===== src/osc_ctl_pkg.sv =====
// Summary of operation
// - Read-only PLL settled flag at bit 5, set after the settle delay.
// - PLL settled flag cleared at reset, on switch to PLL source, held clear without a PLL source.
// - Read-only USB PLL settled flag at bit 6, set after the settle delay.
// - USB PLL settled flag cleared at reset, held clear without a PLL source.
// - Low speed oscillator needs hardware enable; software enable at bit 1 controls it.
// - While software enabled, both crystal pins belong to the oscillator.
// - Low speed oscillator runs continuously while its software enable is set.
// - Warm-up counts 1024 oscillator cycles, then sets ready flag at bit 22.
// - Control register writes without a preceding unlock are ignored.
// - Postscaler field bits 26:24 selects direct, divide-by-2 up to 64, or divide-by-256.
// - Postscaled fast RC mode whenever current source reads 111.
// - Multiplied fast RC mode whenever current source reads 001.
// - Multiplied mode forces the PLL input divider to two.
// - Trim value steps fast RC frequency one fixed amount per unit.
// - With regulator enabled, low power RC starts disabled at reset.
// - After power-up timer, low power RC stays on for monitor, watchdog or source 100.
// - Bus clock is system clock divided by 1, 2, 4 or 8 from bits 20:19.
// - Bus clock never faster than processor clock; equal when divisor is one.
// - With divisor above one, back-to-back bus accesses stall the CPU.
// - Bus divisor changes leave system clock peripherals unaffected.
package osc_ctl_pkg;
	localparam int CTL_W = 32;
	localparam int TRIM_W = 6;
	localparam int SWITCH_BIT = 0;
	localparam int LSO_SW_EN_BIT = 1;
	localparam int PLL_LOCK_BIT = 5;
	localparam int USB_LOCK_BIT = 6;
	localparam int NEW_SRC_LSB = 8;
	localparam int CUR_SRC_LSB = 12;
	localparam int PB_DIV_LSB = 19;
	localparam int LSO_RDY_BIT = 22;
	localparam int FRC_DIV_LSB = 24;
	localparam logic [2:0] SRC_FRC = 3'h0;
	localparam logic [2:0] SRC_FRC_PLL = 3'h1;
	localparam logic [2:0] SRC_PRI_PLL = 3'h3;
	localparam logic [2:0] SRC_LOW_POWER_RC = 3'h4;
	localparam logic [2:0] SRC_FRC_DIV = 3'h7;
	localparam logic [2:0] CUR_SRC_RST = SRC_FRC;
	localparam logic [2:0] FRC_DIV_RST = 3'h0;
	localparam logic [1:0] PB_DIV_RST = 2'h0;
	localparam logic [TRIM_W-1:0] TRIM_RST = 6'h00;
	localparam logic [2:0] PLL_IDIV_BY2 = 3'h1;
	localparam logic [CTL_W-1:0] UNLOCK_KEY1 = 32'h5a5a_0f0f;
	localparam logic [CTL_W-1:0] UNLOCK_KEY2 = 32'ha5a5_f0f0;
	localparam int LSO_WARMUP_CYCLES = 1024;
	localparam int CLK_PERIOD_NS = 20;
	localparam int PLL_SETTLE_TIME_NS = 100000;
	localparam int PLL_SETTLE_CYCLES = (PLL_SETTLE_TIME_NS + CLK_PERIOD_NS - 1) / CLK_PERIOD_NS;

	typedef enum logic [1:0] {UL_LOCKED, UL_KEY1, UL_OPEN} unlock_state_t;

	typedef struct packed {
		logic strobe;
		logic [CTL_W-1:0] data;
	} bus_wr_t;

	typedef struct packed {
		logic lso_hw_en;
		logic regulator_en;
		logic fail_safe_en;
		logic watchdog_en;
		logic [2:0] pll_in_div;
	} cfg_t;
endpackage : osc_ctl_pkg


===== src/osc_clock_ctl.sv =====
`timescale 1ns/10ps
module osc_clock_ctl import osc_ctl_pkg::*; #(
	parameter int PLL_SETTLE_CNT = PLL_SETTLE_CYCLES,
	parameter int USB_SETTLE_CNT = PLL_SETTLE_CYCLES,
	parameter int LSO_WARMUP = LSO_WARMUP_CYCLES
) (
	// Clock and reset
	input wire logic CORE_CLK,
	input wire logic SRST,
	// Control register access
	input wire bus_wr_t KEY_WR,
	input wire bus_wr_t CTL_WR,
	output logic [CTL_W-1:0] OSC_CONTROL_REG,
	output logic CTL_WR_IGNORED,
	// Fast RC trim
	input wire logic TRIM_WR,
	input wire logic [TRIM_W-1:0] TRIM_DATA,
	output logic [TRIM_W-1:0] FAST_RC_TRIM_REG,
	// Configuration and power-up status
	input wire cfg_t CFG,
	input wire logic POWER_UP_TIMER_DONE,
	// Low speed crystal oscillator
	input wire logic LSO_CLK_PIN,
	output logic LSO_RUN,
	output logic LSO_PINS_OWNED,
	// Fast RC and low power RC
	output logic FAST_RC_POSTSCALE_MODE,
	output logic FAST_RC_MULTIPLIED_MODE,
	output logic [8:0] FAST_RC_DIVISOR,
	output logic [2:0] PLL_IN_DIV,
	output logic LOW_POWER_RC_ON,
	// Peripheral bus
	input wire logic PB_ACCESS,
	output logic PB_CLK_EN,
	output logic CPU_STALL
);

	localparam int PCW = $clog2(PLL_SETTLE_CNT + 1);
	localparam int UCW = $clog2(USB_SETTLE_CNT + 1);
	localparam int LCW = $clog2(LSO_WARMUP + 1);

	unlock_state_t unlock_state;
	logic wr_ok;
	logic lso_sw_en;
	logic [2:0] frc_div;
	logic [2:0] cur_src;
	logic [1:0] pb_div_req;
	logic [1:0] pb_div;
	logic [2:0] pb_cnt;
	logic pb_tick;
	logic pb_busy;
	logic switch_to_pll;
	logic src_pll;
	logic [PCW-1:0] pll_cnt;
	logic pll_lock;
	logic [UCW-1:0] usb_cnt;
	logic usb_done;
	logic usb_lock;
	logic lso_meta;
	logic lso_sync;
	logic lso_prev;
	logic lso_edge;
	logic lso_on;
	logic [LCW-1:0] lso_cnt;
	logic lso_rdy;

	function automatic logic uses_pll(input logic [2:0] src);
		return (src == SRC_FRC_PLL) || (src == SRC_PRI_PLL);
	endfunction : uses_pll

	function automatic logic [8:0] frc_divisor(input logic [2:0] code);
		if (code == 3'h0) begin
			return 9'h001;
		end else if (code == 3'h7) begin
			return 9'h100;
		end
		return 9'(9'h001 << code);
	endfunction : frc_divisor

	// Unlock: two keys back to back open exactly one control write
	always_ff @(posedge CORE_CLK) begin
		if (SRST) begin
			unlock_state <= UL_LOCKED;
		end else if (CTL_WR.strobe) begin
			unlock_state <= UL_LOCKED;
		end else if (KEY_WR.strobe) begin
			unique case (unlock_state)
				UL_LOCKED: begin
					unlock_state <= (KEY_WR.data == UNLOCK_KEY1) ? UL_KEY1 : UL_LOCKED;
				end
				UL_KEY1: begin
					unlock_state <= (KEY_WR.data == UNLOCK_KEY2) ? UL_OPEN : UL_LOCKED;
				end
				UL_OPEN: begin
					unlock_state <= UL_LOCKED;
				end
			endcase
		end
	end

	assign wr_ok = CTL_WR.strobe && (unlock_state == UL_OPEN);

	always_ff @(posedge CORE_CLK) begin
		if (SRST) begin
			CTL_WR_IGNORED <= 1'b0;
		end else begin
			CTL_WR_IGNORED <= CTL_WR.strobe && (unlock_state != UL_OPEN);
		end
	end

	// Control fields
	always_ff @(posedge CORE_CLK) begin
		if (SRST) begin
			lso_sw_en <= 1'b0;
			frc_div <= FRC_DIV_RST;
			pb_div_req <= PB_DIV_RST;
			cur_src <= CUR_SRC_RST;
		end else if (wr_ok) begin
			lso_sw_en <= CFG.lso_hw_en & CTL_WR.data[LSO_SW_EN_BIT];
			frc_div <= CTL_WR.data[FRC_DIV_LSB +: 3];
			pb_div_req <= CTL_WR.data[PB_DIV_LSB +: 2];
			if (CTL_WR.data[SWITCH_BIT]) begin
				cur_src <= CTL_WR.data[NEW_SRC_LSB +: 3];
			end
		end
	end

	assign switch_to_pll = wr_ok && CTL_WR.data[SWITCH_BIT]
		&& uses_pll(CTL_WR.data[NEW_SRC_LSB +: 3]);
	assign src_pll = uses_pll(cur_src);

	// PLL settle timer; it does not see a real loss of lock
	always_ff @(posedge CORE_CLK) begin
		if (SRST || switch_to_pll || !src_pll) begin
			pll_cnt <= '0;
			pll_lock <= 1'b0;
		end else if (!pll_lock) begin
			if (pll_cnt == PCW'(PLL_SETTLE_CNT - 1)) begin
				pll_lock <= 1'b1;
			end else begin
				pll_cnt <= pll_cnt + 1'b1;
			end
		end
	end

	// USB PLL timer runs from reset; the flag is masked without a PLL source
	always_ff @(posedge CORE_CLK) begin
		if (SRST) begin
			usb_cnt <= '0;
			usb_done <= 1'b0;
		end else if (!usb_done) begin
			if (usb_cnt == UCW'(USB_SETTLE_CNT - 1)) begin
				usb_done <= 1'b1;
			end else begin
				usb_cnt <= usb_cnt + 1'b1;
			end
		end
	end

	always_ff @(posedge CORE_CLK) begin
		if (SRST || !src_pll) begin
			usb_lock <= 1'b0;
		end else begin
			usb_lock <= usb_done;
		end
	end

	// Low speed oscillator clock: two flops before any edge logic
	always_ff @(posedge CORE_CLK) begin
		if (SRST) begin
			lso_meta <= 1'b0;
			lso_sync <= 1'b0;
			lso_prev <= 1'b0;
		end else begin
			lso_meta <= LSO_CLK_PIN;
			lso_sync <= lso_meta;
			lso_prev <= lso_sync;
		end
	end

	assign lso_edge = lso_sync & ~lso_prev;
	assign lso_on = lso_sw_en & CFG.lso_hw_en;

	// Warm-up restarts from zero whenever the oscillator is turned off
	always_ff @(posedge CORE_CLK) begin
		if (SRST || !lso_on) begin
			lso_cnt <= '0;
			lso_rdy <= 1'b0;
		end else if (lso_edge && !lso_rdy) begin
			if (lso_cnt == LCW'(LSO_WARMUP - 1)) begin
				lso_rdy <= 1'b1;
			end else begin
				lso_cnt <= lso_cnt + 1'b1;
			end
		end
	end

	always_ff @(posedge CORE_CLK) begin
		if (SRST) begin
			LSO_RUN <= 1'b0;
			LSO_PINS_OWNED <= 1'b0;
		end else begin
			LSO_RUN <= lso_on;
			LSO_PINS_OWNED <= lso_on;
		end
	end

	// Fast RC modes and PLL input divider
	always_ff @(posedge CORE_CLK) begin
		if (SRST) begin
			FAST_RC_POSTSCALE_MODE <= 1'b0;
			FAST_RC_MULTIPLIED_MODE <= 1'b0;
			FAST_RC_DIVISOR <= 9'h001;
			PLL_IN_DIV <= PLL_IDIV_BY2;
		end else begin
			FAST_RC_POSTSCALE_MODE <= (cur_src == SRC_FRC_DIV);
			FAST_RC_MULTIPLIED_MODE <= (cur_src == SRC_FRC_PLL);
			FAST_RC_DIVISOR <= frc_divisor(frc_div);
			PLL_IN_DIV <= (cur_src == SRC_FRC_PLL) ? PLL_IDIV_BY2 : CFG.pll_in_div;
		end
	end

	// Trim goes straight to the oscillator; one code step is one frequency step
	always_ff @(posedge CORE_CLK) begin
		if (SRST) begin
			FAST_RC_TRIM_REG <= TRIM_RST;
		end else if (TRIM_WR) begin
			FAST_RC_TRIM_REG <= TRIM_DATA;
		end
	end

	// Low power RC enable; sync reset may sample the regulator strap
	always_ff @(posedge CORE_CLK) begin
		if (SRST) begin
			LOW_POWER_RC_ON <= !CFG.regulator_en;
		end else if (POWER_UP_TIMER_DONE) begin
			LOW_POWER_RC_ON <= CFG.fail_safe_en || CFG.watchdog_en
				|| (cur_src == SRC_LOW_POWER_RC);
		end else begin
			LOW_POWER_RC_ON <= !CFG.regulator_en;
		end
	end

	// Peripheral bus divider; system clock logic never sees the ratio
	assign pb_tick = (pb_cnt == 3'((4'h1 << pb_div) - 4'h1));
	assign PB_CLK_EN = pb_tick;

	always_ff @(posedge CORE_CLK) begin
		if (SRST) begin
			pb_cnt <= 3'h0;
			pb_div <= PB_DIV_RST;
		end else if (pb_tick) begin
			pb_cnt <= 3'h0;
			pb_div <= pb_div_req;
		end else begin
			pb_cnt <= pb_cnt + 3'h1;
		end
	end

	// Access busy until the next bus edge; a new access wins over the clear
	always_ff @(posedge CORE_CLK) begin
		if (SRST) begin
			pb_busy <= 1'b0;
		end else if (PB_ACCESS && !CPU_STALL && pb_div != 2'h0) begin
			pb_busy <= 1'b1;
		end else if (pb_tick) begin
			pb_busy <= 1'b0;
		end
	end

	assign CPU_STALL = PB_ACCESS && pb_busy;

	// Read image
	always_ff @(posedge CORE_CLK) begin
		if (SRST) begin
			OSC_CONTROL_REG <= '0;
		end else begin
			OSC_CONTROL_REG <= '0;
			OSC_CONTROL_REG[LSO_SW_EN_BIT] <= lso_sw_en;
			OSC_CONTROL_REG[PLL_LOCK_BIT] <= pll_lock;
			OSC_CONTROL_REG[USB_LOCK_BIT] <= usb_lock;
			OSC_CONTROL_REG[CUR_SRC_LSB +: 3] <= cur_src;
			OSC_CONTROL_REG[PB_DIV_LSB +: 2] <= pb_div_req;
			OSC_CONTROL_REG[LSO_RDY_BIT] <= lso_rdy;
			OSC_CONTROL_REG[FRC_DIV_LSB +: 3] <= frc_div;
		end
	end

endmodule : osc_clock_ctl


===== config.mk =====
export PLATFORM = sky130hd
export DESIGN_NAME = osc_clock_ctl
export DESIGN_NICKNAME = d
export VERILOG_FILES = /design/src/osc_ctl_pkg.sv /design/src/osc_clock_ctl.sv
export SDC_FILE = /design/constraint.sdc
export NUM_CORES = 1
export LEC_CHECK = 0
export ABC_CLOCK_PERIOD_IN_PS = 2220
export BUFFER_PORTS_ARGS = -buffer_cell sky130_fd_sc_hd__buf_2
export CAP_MARGIN = 20
export CELL_PAD_IN_SITES_DETAIL_PLACEMENT = 1
export CELL_PAD_IN_SITES_GLOBAL_PLACEMENT = 2
export CORE_ASPECT_RATIO = 1.5
export CORE_UTILIZATION = 29
export DETAILED_ROUTE_END_ITERATION = 7
export PLACE_DENSITY = 0.78
export SKIP_LAST_GASP = 1
export SYNTH_ARGS = -nofsm -noshare
export SYNTH_HDL_FRONTEND = slang
export SYNTH_SLANG_ARGS = --single-unit

===== constraint.sdc =====
create_clock -name CORE_CLK -period 2.22 [get_ports CORE_CLK]
set_input_delay 0.111 -clock CORE_CLK [delete_from_list [all_inputs] [get_ports CORE_CLK]]
set_output_delay 0.111 -clock CORE_CLK [all_outputs]
set_load 0.05 [all_outputs]

==> metrics.md <==
| Metric | Value |
|---|---|
| Initial DRC Count | 90 |
| Worst IR Drop VDD | 0.3549 mV |
| Power per cell area | 735.8 mW/mm² |
| CP max stage cell | dfxtp_1 |
| Max stage delay on crit path | 0.41 ns |
| Worst hold slack | between 0.01 and 0.015 ns |
| Most common cell after layout, fill and taps aside | buf_2 |
| Overall routing resource usage | 14.56% |
| Worst hold path class | in -> reg |
| # fillers | 1615 |
| # DRC | 4 |
| Max-slew violations | 0 |
| Slew @ Worst Pin | a little under 0.6 ns |
| Initial antenna violation count | 0 |
| Fin util | 37.07% |
| Total Power | 3.691 mW |
| Lkg Pwr | 2.087 nW |
| Post-CTS sizing | 0 |
| Starting Density | 29.80% |
| WL per Instance | 14.59 µm |
| Yosys warns | 0 |
| Via count | 3482 |
| FMAX | 0.5160 GHz |
| DIE HEIGHT | 146.4 µm |
| Final Cell Area | roughly 0.0050 mm² |
| Buffer depth of the longest clock path | 2 |
| Crit path from | pb_cnt[2]$_SDFF_PP0_ |
| Reg2Reg Depth | 5 |
| Largest delay share family, worst path | compound AO/OA/AOI/OAI gates |
| Post-synth EDFFs | 0 |
| Layout overhead on the synthesized area | 24.39% |
| I/O pin cnt | 143 |
| RSZ-0062 raised after global routing | false |
| Core Region | 0.01353 mm² |
| Comb power frac | under 10% |
| Startpoint class of the critical path | register |
| Most frequent cells in the layout | buf_2, dfxtp_1, nor2_1, nand2_1, a21oi_1 |
| Async SR Flop Fraction | 0% |
| Post-layout minimum cycle time | 1.938 ns |
| Share of cells above drive strength 1 | 23.65% |
| Worst Path Max Fanout | 5 |
| Maxcap violations | 0 |
| Cell chain of the critical path | xnor2_1 -> a31o_2 -> a21oi_1 -> inv_1 -> buf_2 |
| Nets@finish | 623 |
| Drt pass-1 iters | 7 |
| Global-route wire length before repair | about 17000 µm |
| Net switching power | 0.8474 mW |
| Post-detail-place hpwl | between 7000 and 8000 µm |
| Final GP Congestion | 0.7429 |
| Rows | 52 |
| Num CTS Buffers | 9 |
| Placed cell area | 0.004634 mm² |
| Critical path endpoint category | primary output |
| Vias in the first global route | 3582 |
| Pint | ~2.8 mW |
| Clock Power Share | 45.1% |
| Clk_skew | roughly 0.008 ns |
| Final setup TNS | 0 ns |
| Worst R2R Start | pll_cnt[0]$_SDFFE_PP0P_ |
| Slew headroom | 60.42% |
| Grt ovf | 0 |
| Final period util | 87.29% |
| Worst-path clk slew | 0.07 ns |
| Worst Setup EP | PB_CLK_EN |
| Buf/Inv on CP | 2 |
| Seq pwr share | a little under half |
| CTS tree | done |
| Mapped Area | 0.004033 mm² |
| Post-DR vias/cell | 4.981 |
| Ranking of synthesized cells by area | dfxtp_1, buf_4, nor2_1 |
| Failing checks | DRC |
| H-tree depth | 3 |
| Detail Route Antenna Nets | 0 |
| Status | finished with violations |
| Cell accounting for the most synthesized area | dfxtp_1 |
| Setup violations, final | 0 |
| Required time of the worst setup path | 2.11 ns |
| Die area | 0.01439 mm² |
| Sw Ratio | 22.96% |
| Sequential fraction of the synthesis area | 47.66% |
| Share of the synthesized area in the top cell type | 47.66% |
| Synthesized area per cell | 9.378 µm² |
| Worst path depth | 5 |
| Clock Tree Root | clkbuf_16 |
| Main flop type after synthesis | dfxtp_1 |
| Die X | 98.28 µm |
| FF+latch count, synth | 96 |
| Synth unique cells | 49 |
| CP Class | reg -> out |
| Clock latency on the worst-skew pair | 0.34 ns |
| CTS Sinks | 96 |
| N_diodes | 0 |
| Synth Instances | between 400 and 500 |
| Crit path DAT | 1.83 ns |
| Fin. Hold Viols | 0 |
| Port Buffers | 100 |
| Largest net degree at the start of global routing | 56 |
| R2r setup slk | 0.31 ns |
| FF-to-FF End | pll_cnt[11]$_SDFFE_PP0P_ |
| WL final | 10200 µm |
## layout make-up
class / instances / area (µm²) / area share (%)
clock buffers: 11 / 242.7 / 4.839
clock inverters: 5 / 78.83 / 1.571
inverters: 7 / 26.28 / 0.5238
multi-input cells: 307 / 1933 / 38.54
flip-flops and latches: 96 / 1922 / 38.31
well taps: 162 / 202.7 / 4.041
repair buffers: 111 / 610.6 / 12.17
## Yosys cell counts (all sizes together), types with 8 or more instances
| master | number |
|---|---|
| o31ai | 8 |
| dfxtp | 96 |
| and2 | 8 |
| nand3 | 18 |
| a21oi | 22 |
| nand4 | 14 |
| xor2 | 11 |
| nor3 | 8 |
| buf | 27 |
| nor3b | 8 |
| o21ai | 9 |
| nor2b | 20 |
| clkbuf | 13 |
| mux2i | 10 |
| nor4b | 9 |
| nor2 | 36 |
| or4 | 10 |
| nand2 | 25 |
## worst register-to-register path: stages (launching register included)
cell     delay, ns
dfxtp_1       0.34
ha_1          0.23
and2_1        0.19
a41o_1        0.36
or4_1         0.56
a21oi_1       0.17
## worst min-delay path by stage
stage | slack [ns] | cells after the start | from | endpoint
after floorplan | 0.20 | 1 | CFG[5] | LOW_POWER_RC_ON$_DFF_P_
after global placement | 0.29 | 2 | CFG[5] | LOW_POWER_RC_ON$_DFF_P_
after detailed placement | 0.31 | 2 | CFG[5] | LOW_POWER_RC_ON$_DFF_P_
after CTS | 0.003 | 3 | TRIM_DATA[5] | FAST_RC_TRIM_REG[5]$_SDFFE_PP0P_
after global routing | 0.01 | 3 | TRIM_DATA[0] | FAST_RC_TRIM_REG[0]$_SDFFE_PP0P_
final | 0.01 | 3 | TRIM_DATA[5] | FAST_RC_TRIM_REG[5]$_SDFFE_PP0P_
## registers in the layout, summed over array words and instances (netlist names), 2 cells and up
name              cells
FAST_RC_TRIM_REG      6
cur_src               3
pb_div_req            2
lso_cnt              11
usb_cnt              13
pb_cnt                3
pll_cnt              13
unlock_state          2
FAST_RC_DIVISOR       9
frc_div               3
PLL_IN_DIV            3
OSC_CONTROL_REG      12
pb_div                2
## metrics by stage
stage               setup WS (ns)  std cells
CTS                        0.2486        699
finish                     0.2822        699
global route               0.1509        699
global placement           0.3561        677
detailed placement         0.3155        677
floorplan                  0.5826        450
## power by group through the flow
| stage | Clock [mW] | Sequential, mW | Combinational, mW |
|---|---|---|---|
| 4_1_cts | 1.71 | 1.75 | 0.277 |
| 6_report | 1.66 | 1.75 | 0.275 |
| 2_1_floorplan | 0 | 1.83 | 0.158 |
| 3_3_place_gp | 0 | 1.79 | 0.263 |
| 3_5_place_dp | 0 | 1.79 | 0.268 |
| 5_1_grt | 1.78 | 1.75 | 0.294 |
## layer usage
layer | global-route usage (%) | wire length, µm | vias up
met5 | 0 | 0 | -
met2 | 27.92 | 5541 | 98
met1 | 15.00 | 4017 | 1669
met4 | 6.343 | 207 | 0
met3 | 2.968 | 434 | 15
li1 | - | - | 1700
## repair_timing
item | 4_1_cts | 5_1_grt
buffers inserted | 0 | 0
hold buffers | 6 | 0
endpoints found under the hold margin | 6 | 0
## cells by family after synthesis
| kind of cell | share of synthesized area, % |
|---|---|
| simple gates | 28.95 |
| flops | 47.66 |
| mux | 3.041 |
| xor+xnor | 3.909 |
| compound gates | 8.067 |
| fa+ha+maj | 1.862 |
| buf+inv | 6.423 |
| other cells | 0.09299 |
Power figures use the tool's default switching activity.
